`src/design/fstc_map.svh`:
```
`ifndef FSTC_MAP_SVH
`define FSTC_MAP_SVH

`define FSTC_SRC_LINE1      1'b0
`define FSTC_SRC_SOFTWARE   1'b1
`define FSTC_SRC_RESET      1'b0
`define FSTC_ACT_RISING     1'b0
`define FSTC_ACT_FALLING    1'b1
`define FSTC_EXP_TIMED      1'b0
`define FSTC_EXP_WIDTH      1'b1
`define FSTC_EXP_W          24
`define FSTC_READOUT_W      16
`define FSTC_CLK_NS         8

`endif

```
`src/design/fstc_pkg.sv`:
```
package fstc_pkg;

  typedef enum logic [3:0] {
    FSTC_IDLE     = 4'b0001,
    FSTC_WAIT     = 4'b0010,
    FSTC_EXPOSE   = 4'b0100,
    FSTC_READOUT  = 4'b1000
  } fstc_state_e;

  typedef struct packed {
    logic        trig_mode_on;
    logic        trig_source;
    logic        trig_activation;
    logic        exposure_mode;
    logic [23:0] exposure_cycles;
    logic [15:0] readout_cycles;
  } fstc_cfg_s;

  typedef struct packed {
    logic        waiting;
    logic        exposing;
    logic        frame_start;
    logic        frame_end;
    logic        trigger_ready;
    logic        overtrigger;
  } fstc_status_s;

  typedef struct packed {
    logic [2:0] sync;
    logic       level;
  } fstc_sync_s;

endpackage

```
`src/design/fstc_trigger_ctrl.sv`:
```
`timescale 1ns/1ns
`include "fstc_map.svh"

module fstc_trigger_ctrl (
  input  wire logic                 clk,
  input  wire logic                 nrst,
  input  wire logic                 acq_start,
  input  wire logic                 acq_stop,
  input  wire logic                 trig_mode_on,
  input  wire logic                 trig_source_sel,
  input  wire logic                 trig_source_load,
  input  wire logic                 trig_activation,
  input  wire logic                 exposure_mode,
  input  wire logic [23:0]          exposure_cycles,
  input  wire logic [15:0]          readout_cycles,
  input  wire logic                 software_trigger,
  input  wire logic                 external_frame_trigger_input,
  output fstc_pkg::fstc_status_s    status,
  output logic                      trig_source
);

  typedef struct packed {
    fstc_pkg::fstc_state_e st;
    logic                  acq_on;
    logic                  src;
    logic [23:0]           exp_cnt;
    logic [15:0]           rd_cnt;
    logic [23:0]           min_cnt;
    fstc_pkg::fstc_status_s out;
  } fstc_ctrl_s;

  fstc_ctrl_s state;
  fstc_ctrl_s next_state;

  logic ext_rise;
  logic ext_fall;
  logic ext_edge;
  logic ext_end;
  logic trig_evt;
  logic sw_sel;

  fstc_edge_sync u_sync (
    .clk   (clk),
    .nrst  (nrst),
    .pin   (external_frame_trigger_input),
    .level (),
    .rise  (ext_rise),
    .fall  (ext_fall)
  );

  // -----------------------------------------------------------------
  // trigger qualification
  // -----------------------------------------------------------------
  assign sw_sel   = (state.src == `FSTC_SRC_SOFTWARE);
  // selected edge only; line ignored when software selected
  assign ext_edge = (trig_activation == `FSTC_ACT_FALLING) ? ext_fall : ext_rise;
  // width mode ends exposure on the opposite transition
  assign ext_end  = (trig_activation == `FSTC_ACT_FALLING) ? ext_rise : ext_fall;
  assign trig_evt = trig_mode_on &
                    (sw_sel ? software_trigger : ext_edge);

  // -----------------------------------------------------------------
  // acquisition state machine
  // -----------------------------------------------------------------
  always_comb begin
    next_state                 = state;
    next_state.out.frame_start = 1'b0;
    next_state.out.frame_end   = 1'b0;
    next_state.out.overtrigger = 1'b0;
    if (trig_source_load) begin
      next_state.src = trig_source_sel;
    end
    if (acq_stop) begin
      next_state.acq_on = 1'b0;
    end else if (acq_start) begin
      next_state.acq_on = 1'b1;
    end
    if (state.min_cnt != 24'h000000) begin
      next_state.min_cnt = state.min_cnt - 24'h000001;
    end
    case (state.st)
      fstc_pkg::FSTC_IDLE: begin
        if (state.acq_on && !acq_stop) begin
          next_state.st = fstc_pkg::FSTC_WAIT;
        end
      end
      fstc_pkg::FSTC_WAIT: begin
        if (acq_stop || !state.acq_on) begin
          next_state.st = fstc_pkg::FSTC_IDLE;
        end else if (trig_evt) begin
          // one frame per accepted trigger, waiting left at once
          next_state.st              = fstc_pkg::FSTC_EXPOSE;
          next_state.out.frame_start = 1'b1;
          next_state.exp_cnt         = exposure_cycles;
          next_state.min_cnt         = exposure_cycles;
        end
      end
      fstc_pkg::FSTC_EXPOSE: begin
        // software always timed; width needs a line source
        if (exposure_mode == `FSTC_EXP_WIDTH && !sw_sel) begin
          if (ext_end) begin
            next_state.st = fstc_pkg::FSTC_READOUT;
          end
        end else if (state.exp_cnt <= 24'h000001) begin
          next_state.st = fstc_pkg::FSTC_READOUT;
        end else begin
          next_state.exp_cnt = state.exp_cnt - 24'h000001;
        end
        if (next_state.st == fstc_pkg::FSTC_READOUT) begin
          next_state.out.frame_end = 1'b1;
          next_state.rd_cnt        = readout_cycles;
        end
      end
      fstc_pkg::FSTC_READOUT: begin
        if (state.rd_cnt <= 16'h0001) begin
          // return to waiting automatically once able
          next_state.st = state.acq_on ? fstc_pkg::FSTC_WAIT
                                       : fstc_pkg::FSTC_IDLE;
        end else begin
          next_state.rd_cnt = state.rd_cnt - 16'h0001;
        end
      end
      default: begin
        next_state.st = fstc_pkg::FSTC_IDLE;
      end
    endcase
    // triggers while busy are dropped, never queued
    if (trig_evt && state.st != fstc_pkg::FSTC_WAIT) begin
      next_state.out.overtrigger = 1'b1;
    end
    next_state.out.waiting  = (next_state.st == fstc_pkg::FSTC_WAIT);
    next_state.out.exposing = (next_state.st == fstc_pkg::FSTC_EXPOSE);
    // ready follows waiting but not before the shortest exposure ran
    next_state.out.trigger_ready = (next_state.st == fstc_pkg::FSTC_WAIT) &&
                                   (next_state.min_cnt == 24'h000000);
  end

  always_ff @(posedge clk or negedge nrst) begin
    if (!nrst) begin
      state     <= '0;
      state.st  <= fstc_pkg::FSTC_IDLE;
      state.src <= `FSTC_SRC_RESET;
    end else begin
      state <= next_state;
    end
  end

  assign status      = state.out;
  assign trig_source = state.src;

endmodule // fstc_trigger_ctrl

```
`src/design/fstc_edge_sync.sv`:
```
`timescale 1ns/1ns
`include "fstc_map.svh"

module fstc_edge_sync (
  input  wire logic clk,
  input  wire logic nrst,
  input  wire logic pin,
  output logic      level,
  output logic      rise,
  output logic      fall
);

  fstc_pkg::fstc_sync_s state;
  fstc_pkg::fstc_sync_s next_state;

  // -----------------------------------------------------------------
  // three stages; level changes only when stages two and three agree
  // -----------------------------------------------------------------
  always_comb begin
    next_state      = state;
    next_state.sync = {state.sync[1:0], pin};
    if (state.sync[1] == state.sync[2]) begin
      next_state.level = state.sync[2];
    end
  end

  always_ff @(posedge clk or negedge nrst) begin
    if (!nrst) begin
      state <= '0;
    end else begin
      state <= next_state;
    end
  end

  assign level = state.level;
  assign rise  = next_state.level & ~state.level;
  assign fall  = ~next_state.level & state.level;

endmodule // fstc_edge_sync

```
`config.mk`:
```
export PLATFORM = sky130hd
export DESIGN_NAME = fstc_trigger_ctrl
export DESIGN_NICKNAME = d
export VERILOG_FILES = /design/src/design/fstc_pkg.sv /design/src/design/fstc_trigger_ctrl.sv /design/src/design/fstc_edge_sync.sv
export VERILOG_INCLUDE_DIRS = /design/src /design/src/design
export SDC_FILE = /design/constraint.sdc
export NUM_CORES = 1
export LEC_CHECK = 0
export BUFFER_PORTS_ARGS = -buffer_cell sky130_fd_sc_hd__buf_2
export CAP_MARGIN = 5
export CORE_ASPECT_RATIO = 2
export CORE_UTILIZATION = 45
export CTS_BUF_LIST = sky130_fd_sc_hd__clkbuf_8
export CTS_CLUSTER_SIZE = 30
export DETAILED_ROUTE_END_ITERATION = 8
export PLACE_DENSITY = 0.73
export REMOVE_ABC_BUFFERS = 1
export SLEW_MARGIN = 20
export SYNTH_ARGS = -nofsm -noshare
export SYNTH_HDL_FRONTEND = slang
export SYNTH_SLANG_ARGS = --single-unit
export TNS_END_PERCENT = 1
```
`constraint.sdc`:
```
create_clock -name clk -period 3.65 [get_ports clk]
set_clock_uncertainty 0.15 [all_clocks]
set_input_delay 0.73 -clock clk [delete_from_list [all_inputs] [get_ports clk]]
set_output_delay 0.73 -clock clk [all_outputs]
set_load 0.02 [all_outputs]
```
==> out/qor.txt, run 1 <==
Synth Register Bits: 80
vias in the first global route: 4507
register area share after synthesis: 41.8%
Post-CTS Setup Bufs: 0
total grt overflow: 0
worst path bufs/invs: 1
placer congestion estimate: 0.984
Worst Max-Slew Pin Slew: 0.977 ns
Critical Path Source Type: flop
final setup fails: 0
HPWL after detailed placement: 10300 um
fin nets: 667
Final ANT Viol Nets: 0
Yosys cell types: 67
Worst-path clk slew: 0.09 ns
most frequent cells in the layout: 79 x dfrtp_1, 62 x nor2_1, 56 x buf_2, 55 x o21ai_0, 54 x a21oi_1
non-filler cells, final: 751
Die Wd: 75.0 um
status: complete, no violations
clk buf depth: 2
vias: 4513
CTS tree: yes
Synth Instances: 560
starting density of the core: 46.1%
Post-synth ARST share: 100%
crit path cell chain: inv_1 -> ha_1 -> nor3b_1 -> nand3_1 -> nor4b_1 -> xnor2_1 -> o21ai_0 -> nor4_1 -> nand4b_1 -> nor4_2
CTS HTree Levels: 3
CP max stage cell: nor4b_1
via/cell ratio: 6.01
core area: 10400 um2
largest net degree at the start of global routing: 81
drt total wl: 13500 um
Tot GR Track Use: 26.6%
Area contributors post-synth: dfrtp_1 41%, o21ai_0 5.8%, a21oi_1 5.6%, nor2_1 4.9%, nand2_1 3.4%
layout cells sized above 1: 17.4%
Worst Path Required: 3.76 ns
total chip power: 1.87 mW
Port Buffer Count: 57
synth warn: 0
Peak VDD IR: 0.000199 V
post-CTS sizing: 0
Util after Layout: 51.7%
max frequency: 0.306 GHz
# Max-Cap Violations: 0
diode count: 0
Post-synth EDFFs: 0
Worst-Skew Late Latency: 0.35 ns
Design Area, Final: 5380 um2
RSZ-0062 raised after global routing: false
Root Buffer: clkbuf_8
Hold Violations, Final: 0
# IOs: 58
Crit path largest cell delay: 0.48 ns
ys flop type: dfrtp_1
initial DRC count: 262
placed instance area: 5200 um2
final period utilization: 89.4%
Avg Cell Area, Syn: 8.56 um2
Setup crit end kind: flop
cts bufs inserted: 9
Hold-fix buffers, CTS: 0
Critical Path AT: 3.37 ns
Clock Sinks: 80
Synth Cell Area: 4790 um2
area leader, netlist: dfrtp_1
Tmin final: 3.26 ns
placed insts: 736
most common cell after layout, fill and taps aside: dfrtp_1
# DRC: 0
Die ar.: 11100 um2
crit-path max FO: 9
Site Rows: 53
top cell type's share of synthesized area: 41.2%
wire length per cell: 17.9 um
leakage: 2.25 nW
Setup CP Type: flop to flop
PD cells: 348 nW/um2
Rel. slew slack: 34.7%
initial antenna violation count: 0
Max Slew Vio Count: 0
Pre-antenna DRT Iters: 4
Area Overhead vs Synth: 12.2%
Die H: 148 um
crit-path leading delay family: simple AND/OR/NAND/NOR gates
first-pass GRT wire length: 22000 um
Hold Crit Class: flop to flop
## power breakdown
part           switching (mW)  internal [mW]
sequential             0.0785          0.946
clock                   0.317          0.276
combinational           0.146          0.108
## metrics by stage
step / hold slack [ns] / setup TNS [ns] / setup WS [ns]
after floorplan: 0.181 / -32.69 / -1.42
after global placement: 0.184 / 0 / 0.524
after detailed placement: 0.186 / 0 / 0.436
after CTS: 0.206 / 0 / 0.432
after global routing: 0.213 / 0 / 0.113
final: 0.203 / 0 / 0.387
## cell usage after synthesis (2+ instances only)
cell        n
a211oi_1    3
a21oi_1    54
a22o_1      2
a22oi_1    10
a31oi_1     3
and2_1      3
and3_1      5
buf_2       5
buf_4       9
clkbuf_1   17
dfrtp_1    79
ha_1        6
inv_1      17
mux2i_1     2
nand2_1    43
nand2b_1    7
nand3_1    15
nand3b_1    3
nand4_1     4
nor2_1     62
nor2b_1     5
nor3_1     27
nor3_2      3
nor3b_1     3
nor4_1     14
nor4_4      2
nor4b_1     3
nor4b_2     3
o211ai_1    5
o21a_1      4
o21ai_0    56
o21ai_1     5
o21ai_2     2
o22a_1      4
o22ai_1     6
o2bb2ai_1   7
o32ai_1     4
or2_2       3
or3_1      13
or4_1       3
xnor2_1    11
xor2_1      3
## layout make-up
cell class / count / area [um2]
clock buffers: 11 / 151
well taps: 137 / 171
clock inverters: 4 / 21.3
flip-flops and latches: 80 / 2000
fillers: 1047 / 5030
inverters: 18 / 67.6
repair buffers: 70 / 389
multi-input cells: 431 / 2570
## logic make-up after synthesis
group           count (synthesis)  synth area share [%]
buf+inv                        49                  4.67
simple gates                  230                  26.1
xor+xnor                       14                  2.56
fa+ha+maj                       7                  1.77
mux                             4                 0.965
compound gates                176                  22.2
flops                          80                  41.8
## routing by layer
metal / up-vias / wire length, um / GRT usage [%]
met5: - / 0 / 0
met4: 0 / 922 / 19.2
li1: 2148 / - / -
met2: 134 / 7310 / 46.4
met3: 51 / 456 / 4.43
met1: 2180 / 4790 / 27.5
## state kept, by name (all words and copies together) (netlist names)
name               count
state                 69
status                 6
u_sync.state           1
u_sync.level           1
u_sync.next_state      2
trig_source            1
## worst paths after layout
kind	cells after the start	start	to	slack (ns)
hold reg to reg	0	u_sync.next_state[2]	u_sync.next_state[3]	0.20
hold / removal	0	u_sync.next_state[2]	u_sync.next_state[3]	0.20
min in group asynchronous	1	nrst	state[55]	0.25
setup reg to reg	10	state[6]	status[1]	0.39
setup / recovery	10	state[6]	status[1]	0.39
max in group asynchronous	1	nrst	state[46]	2.57
Note: power is estimated with default switching activity, not from simulation.
==> inputs of run 2 (changes only) <==
- RECOVER_POWER: unset -> 25
==> run 2 against run 1 <==
- the run now ends with max-capacitance violations, max-slew violations left
- total power down 0.27%
- register-to-register slack hardly changed
- non-clock buffer count is the same
- sequential cell count unchanged
- worst hold slack worse by 0.0014 ns
- sequential share of layout area barely moved
- critical path depth unchanged
- count of clock-buffer cells in the layout unchanged
- global-route usage stayed put
- maximum frequency hardly changed
- largest cell class unchanged
- largest power group unchanged
==> out/qor.txt, run 2 (same netlist as run 1, synthesis figures left out) <==
flop-to-flop setup slack: 0.38 ns (about the same)
failing checks: max-capacitance violations, max-slew violations
Hold Crit Start: u_sync.next_state[2]
storage element area: 2000 um2 (unchanged)
diode count: 0 (unchanged)
PD cells: 348 nW/um2 (-0.15%)
Setup CP Type: flop to flop
WL met1: 4680 um (-2.2%)
area of the multi-input gates: 2570 um2 (unchanged)
Util after Layout: 51.6% (-0.060 points)
highest routed layer: met4
final setup fails: 0 (unchanged)
CTS HTree Levels: 3 (unchanged)
Hold-fix buffers, CTS: 0 (unchanged)
clk buf depth: 2 (unchanged)
crit-path max FO: 9 (unchanged)
total chip power: 1.87 mW (-0.27%)
worst flop-to-flop path startpoint: state[6]
Met2 Routed Length: 7290 um (-0.37%)
HPWL after detailed placement: 10300 um (unchanged)
WHS Path Cells: 0 (unchanged)
Port Buffer Count: 57 (unchanged)
Worst-path clk slew: 0.08 ns (about the same)
Worst-Skew Late Latency: 0.35 ns (about the same)
hold endpoint: u_sync.next_state[3]
vias: 4508 (-0.11%)
Worst Path Required: 3.76 ns (about the same)
initial antenna violation count: 0 (unchanged)
# DRC: 0 (unchanged)
core area: 10400 um2 (unchanged)
final period utilization: 89.5% (about the same)
post-CTS sizing: 0 (unchanged)
Crit path largest cell delay: 0.48 ns (about the same)
Final ANT Viol Nets: 0 (unchanged)
wire length per cell: 17.8 um (-0.72%)
initial DRC count: 264 (+0.76%)
setup TNS: 0 ns (unchanged)
Peak VDD IR: 0.000199 V (+0.13%)
Max Slew Vio Count: 81 (+81)
RSZ-0062 raised after global routing: false
CTS tree: yes
Die ar.: 11100 um2 (unchanged)
Pre-antenna DRT Iters: 5 (+1)
PnR worst setup slack: 0.385 ns (-0.00248 ns)
layout cells sized above 1: 17.4% (unchanged)
Site Rows: 53 (unchanged)
via/cell ratio: 6.00 (-0.11%)
first-pass GRT wire length: 22000 um (unchanged)
Post-CTS Setup Bufs: 0 (unchanged)
Routed met3 length: 453 um (-0.66%)
Rel. slew slack: -34.6% (-69 points)
fin nets: 667 (unchanged)
Tmin final: 3.27 ns (+0.00248 ns)
pre-CTS WS: 0.436 ns (unchanged)
Die H: 148 um (unchanged)
starting density of the core: 46.1% (unchanged)
drt total wl: 13400 um (-0.72%)
Die Wd: 75.0 um (unchanged)
cts bufs inserted: 9 (unchanged)
largest net degree at the start of global routing: 81 (unchanged)
total grt overflow: 0 (unchanged)
Worst Max-Slew Pin Slew: 2.02 ns (+1.04 ns)
Area Overhead vs Synth: 12.0%
Clock Sinks: 80 (unchanged)
Largest Register: state
status: complete, but fails checks
vias in the first global route: 4507 (unchanged)
Tot GR Track Use: 26.6% (unchanged)
Worst R2R End: status[1]
crit path cell chain: inv_1 -> ha_1 -> nor3b_1 -> nand3_1 -> nor4b_1 -> xnor2_1 -> o21ai_0 -> nor4_1 -> nand4b_1 -> nor4_2
Largest register FFs: 69 (unchanged)
Setup crit end kind: flop
# IOs: 58 (unchanged)
Root Buffer: clkbuf_8
leakage: 2.24 nW (about the same)
Hold Violations, Final: 0 (unchanged)
most frequent cells in the layout: 79 x dfrtp_1, 62 x nor2_1, 56 x buf_2, 55 x o21ai_0, 54 x a21oi_1
Worst R2R Path Depth: 10 (unchanged)
Hold Crit Class: flop to flop
Critical Path AT: 3.37 ns (about the same)
most common cell after layout, fill and taps aside: dfrtp_1
Critical Path Source Type: flop
max frequency: 0.306 GHz (about the same)
placer congestion estimate: 0.984 (unchanged)
filler cell count: 1048 (+0.096%)
# Max-Cap Violations: 1 (+1)
CP max stage cell: nor3b_1
-- run 2: cell types whose count changed in the layout (fill, tap and decap cells not counted), sizes merged --
cell / change
clkbuf: +1
buf: -1
-- run 2: layout make-up --
type	count	share of cell area, %
Clock inverter	4	0.396
Sequential cell	80	37.3
Clock buffer	11	2.82
Timing Repair Buffer	70	7.13
Tap cell	137	3.19
Inverter	18	1.26
Multi-Input combinational cell	431	47.9
-- run 2: per-layer routing --
metal / vias up / global-route usage (%)
met1: 2177 / 27.5
li1: 2149 / -
met5: - / 0
met4: 0 / 19.2
met3: 52 / 4.43
met2: 130 / 46.4
-- run 2: worst max path at each step --
stage,from,endpoint,depth (start not counted)
after global routing,state[7],status[1],10
after floorplan,state[75],state[55],6
after detailed placement,state[6],status[1],10
final,state[6],status[1],10
after global placement,state[52],state[43],9
after CTS,state[6],status[1],10
-- run 2: critical path, delay by kind of cell (launching register included) --
| family | cells | cell delay (ns) |
|---|---|---|
| and+or+nand+nor | 6 | 2.06 |
| buffers and inverters | 1 | 0.11 |
| adders and majority gates | 1 | 0.19 |
| DFF | 1 | 0.41 |
| AOI/OAI and AO/OA | 1 | 0.11 |
| xor gates and xnor gates | 1 | 0.16 |
-- run 2: where the power goes --
group / internal [mW] / switching [mW]
Sequential: 0.946 / 0.0783
Combinational: 0.107 / 0.146
Clock: 0.276 / 0.313
-- run 2: through the flow --
step,hold WS (ns),cell area (um2),instances
after floorplan,0.181,4640,529
after global placement,0.184,5200,736
after detailed placement,0.186,5200,736
after CTS,0.206,5370,751
after global routing,0.213,5370,751
final,0.202,5370,751
==> inputs of run 3 (changes only) <==
- CTS_CLUSTER_DIAMETER: unset -> 100
- REMOVE_ABC_BUFFERS: 1 -> unset
==> run 3 against run 2 <==
- the flow still finishes with violations (max-capacitance violations, max-slew violations)
- global-route usage up 0.49 points
- die area unchanged
- cell area up 1.0%
- cell count down 0.13%
- maximum frequency up 4.2%
- via count up 0.31%
- routed wire length up 1.5%
- non-clock buffer count down 2
==> out/qor.txt, run 3 (same netlist as run 1, synthesis figures left out) <==
status: complete, but fails checks
failing checks: max-capacitance violations, max-slew violations
drt total wl: 13600 um (+1.5%)
Hold-fix buffers, CTS: 0 (unchanged)
CTS HTree Levels: 3 (unchanged)
clk buf depth: 2 (unchanged)
storage element area: 2000 um2 (unchanged)
core area: 10400 um2 (unchanged)
diode count: 0 (unchanged)
max frequency: 0.319 GHz (+4.2%)
first-pass GRT wire length: 22500 um (+2.5%)
HPWL after detailed placement: 10300 um (-0.72%)
# Max-Cap Violations: 1 (unchanged)
Worst Path Required: 3.77 ns (about the same)
Worst-path clk slew: 0.08 ns (about the same)
final setup fails: 0 (unchanged)
starting density of the core: 46.1% (unchanged)
area of the multi-input gates: 2570 um2 (unchanged)
CP max stage cell: or4_1
post-CTS sizing: 0 (unchanged)
Clock Sinks: 80 (unchanged)
Largest register FFs: 69 (unchanged)
wire length per cell: 18.1 um (+1.7%)
Pre-antenna DRT Iters: 5 (unchanged)
PD cells: 385 nW/um2 (+11%)
Critical Path Source Type: flop
post-synthesis net count: 617
Max Slew Vio Count: 81 (unchanged)
placer congestion estimate: 0.978 (-0.55%)
Site Rows: 53 (unchanged)
Port Buffer Count: 57 (unchanged)
RSZ-0062 raised after global routing: false
Die ar.: 11100 um2 (unchanged)
setup TNS: 0 ns (unchanged)
Rel. slew slack: -37.6% (-3.0 points)
PnR worst setup slack: 0.515 ns (+0.131 ns)
Tmin final: 3.13 ns (-0.131 ns)
fin nets: 665 (-0.30%)
initial DRC count: 311 (+18%)
placed instance area: 5190 um2 (-0.29%)
Peak VDD IR: 0.000186 V (-6.6%)
most common cell after layout, fill and taps aside: dfrtp_1
Root Buffer: clkbuf_8
WHS Path Cells: 0 (unchanged)
Largest Register: state
Setup crit end kind: flop
Final ANT Viol Nets: 0 (unchanged)
vias in the first global route: 4565 (+1.3%)
Design Area, Final: 5430 um2 (+1.0%)
cts bufs inserted: 9 (unchanged)
initial antenna violation count: 0 (unchanged)
Worst Max-Slew Pin Slew: 2.06 ns (+0.0447 ns)
CTS tree: yes
Hold Violations, Final: 0 (unchanged)
# IOs: 58 (unchanged)
leakage: 2.26 nW (+0.56%)
Setup CP Type: flop to flop
crit path cell chain: inv_1 -> ha_1 -> nor2b_1 -> nand4_1 -> o21ai_2 -> nor2_1 -> xnor2_1 -> o21ai_0 -> or4_1 -> nor4_2
Tot GR Track Use: 27.1% (+0.49 points)
via/cell ratio: 6.03 (+0.44%)
filler cell count: 1012 (-3.4%)
# DRC: 0 (unchanged)
final period utilization: 85.9% (-3.6 points)
vias: 4522 (+0.31%)
Worst-Skew Late Latency: 0.37 ns (+0.02 ns)
Die Wd: 75.0 um (unchanged)
pre-CTS WS: 0.517 ns (+0.0810 ns)
Hold Crit Class: flop to flop
layout cells sized above 1: 17.5% (+0.028 points)
Critical Path AT: 3.26 ns (-0.11 ns)
largest net degree at the start of global routing: 81 (unchanged)
Post-CTS Setup Bufs: 0 (unchanged)
Worst R2R Path Depth: 10 (unchanged)
most frequent cells in the layout: 79 x dfrtp_1, 62 x nor2_1, 56 x buf_2, 55 x o21ai_0, 54 x a21oi_1
Area Overhead vs Synth: 13.2%
total grt overflow: 0 (unchanged)
hold_ws: 0.206 ns (+0.00418 ns)
Die H: 148 um (unchanged)
Crit path largest cell delay: 0.47 ns (about the same)
crit-path max FO: 7 (-2)
-- run 3: changes by cell type in the layout (fill, tap and decap cells not counted), sizes merged --
cell      before  now
buf           69   67
bufinv         0    3
clkbuf        12   10
clkinv         2    1
clkinvlp       1    2
-- run 3: path summary, 6_finish.rpt --
| check | from | end | slack [ns] |
|---|---|---|---|
| setup / recovery | state[6] | status[1] | 0.52 |
| hold / removal | u_sync.next_state[2] | u_sync.next_state[3] | 0.21 |
| setup reg to reg | state[6] | status[1] | 0.52 |
| hold reg to reg | u_sync.next_state[2] | u_sync.next_state[3] | 0.21 |
| max in group asynchronous | nrst | status[5] | 1.34 |
| min in group asynchronous | nrst | state[32] | 0.81 |
-- run 3: final cells by class --
class,count,area share [%]
Tap cell,137,3.16
Timing Repair Buffer,68,6.78
Clock buffer,9,2.28
Clock inverter,7,2.19
Inverter,18,1.25
Sequential cell,80,36.9
Multi-Input combinational cell,431,47.4
-- run 3: power breakdown --
| part | leakage, nW | switching [mW] | total [mW] | internal, mW |
|---|---|---|---|---|
| logic | 1.17 | 0.149 | 0.257 | 0.108 |
| clock network | 0.116 | 0.351 | 0.806 | 0.455 |
| registers | 0.971 | 0.0787 | 1.02 | 0.946 |
| total | 2.26 | 0.579 | 2.09 | 1.51 |
-- run 3: per-layer routing --
layer	wire length [um]	global-route usage [%]	up-vias	share of wire (%)
li1	-	-	2142	-
met1	4760	27.9	2160	35
met2	7380	47.1	162	54
met3	506	4.43	58	3.7
met4	942	19.9	0	6.9
met5	0	0	-	0
-- run 3: critical path: cells and delay by family, from the launching register on --
kind,cells,cell delay (ns)
XOR/XNOR,1,0.15
buffers and inverters,1,0.12
AND/OR/NAND/NOR,5,1.52
adder cells (fa/ha/maj),1,0.15
flip-flops,1,0.41
AO/OA/AOI/OAI,2,0.55
-- run 3: stage by stage --
| stage | power (mW) | instances | util [%] |
|---|---|---|---|
| final | 2.09 | 750 | 52.1 |
| after global routing | 2.18 | 750 | 52.1 |
| after CTS | 2.10 | 750 | 52.1 |
| after detailed placement | 1.29 | 734 | 49.8 |
| after global placement | 1.28 | 734 | 49.8 |
| after floorplan | 1.17 | 560 | - |
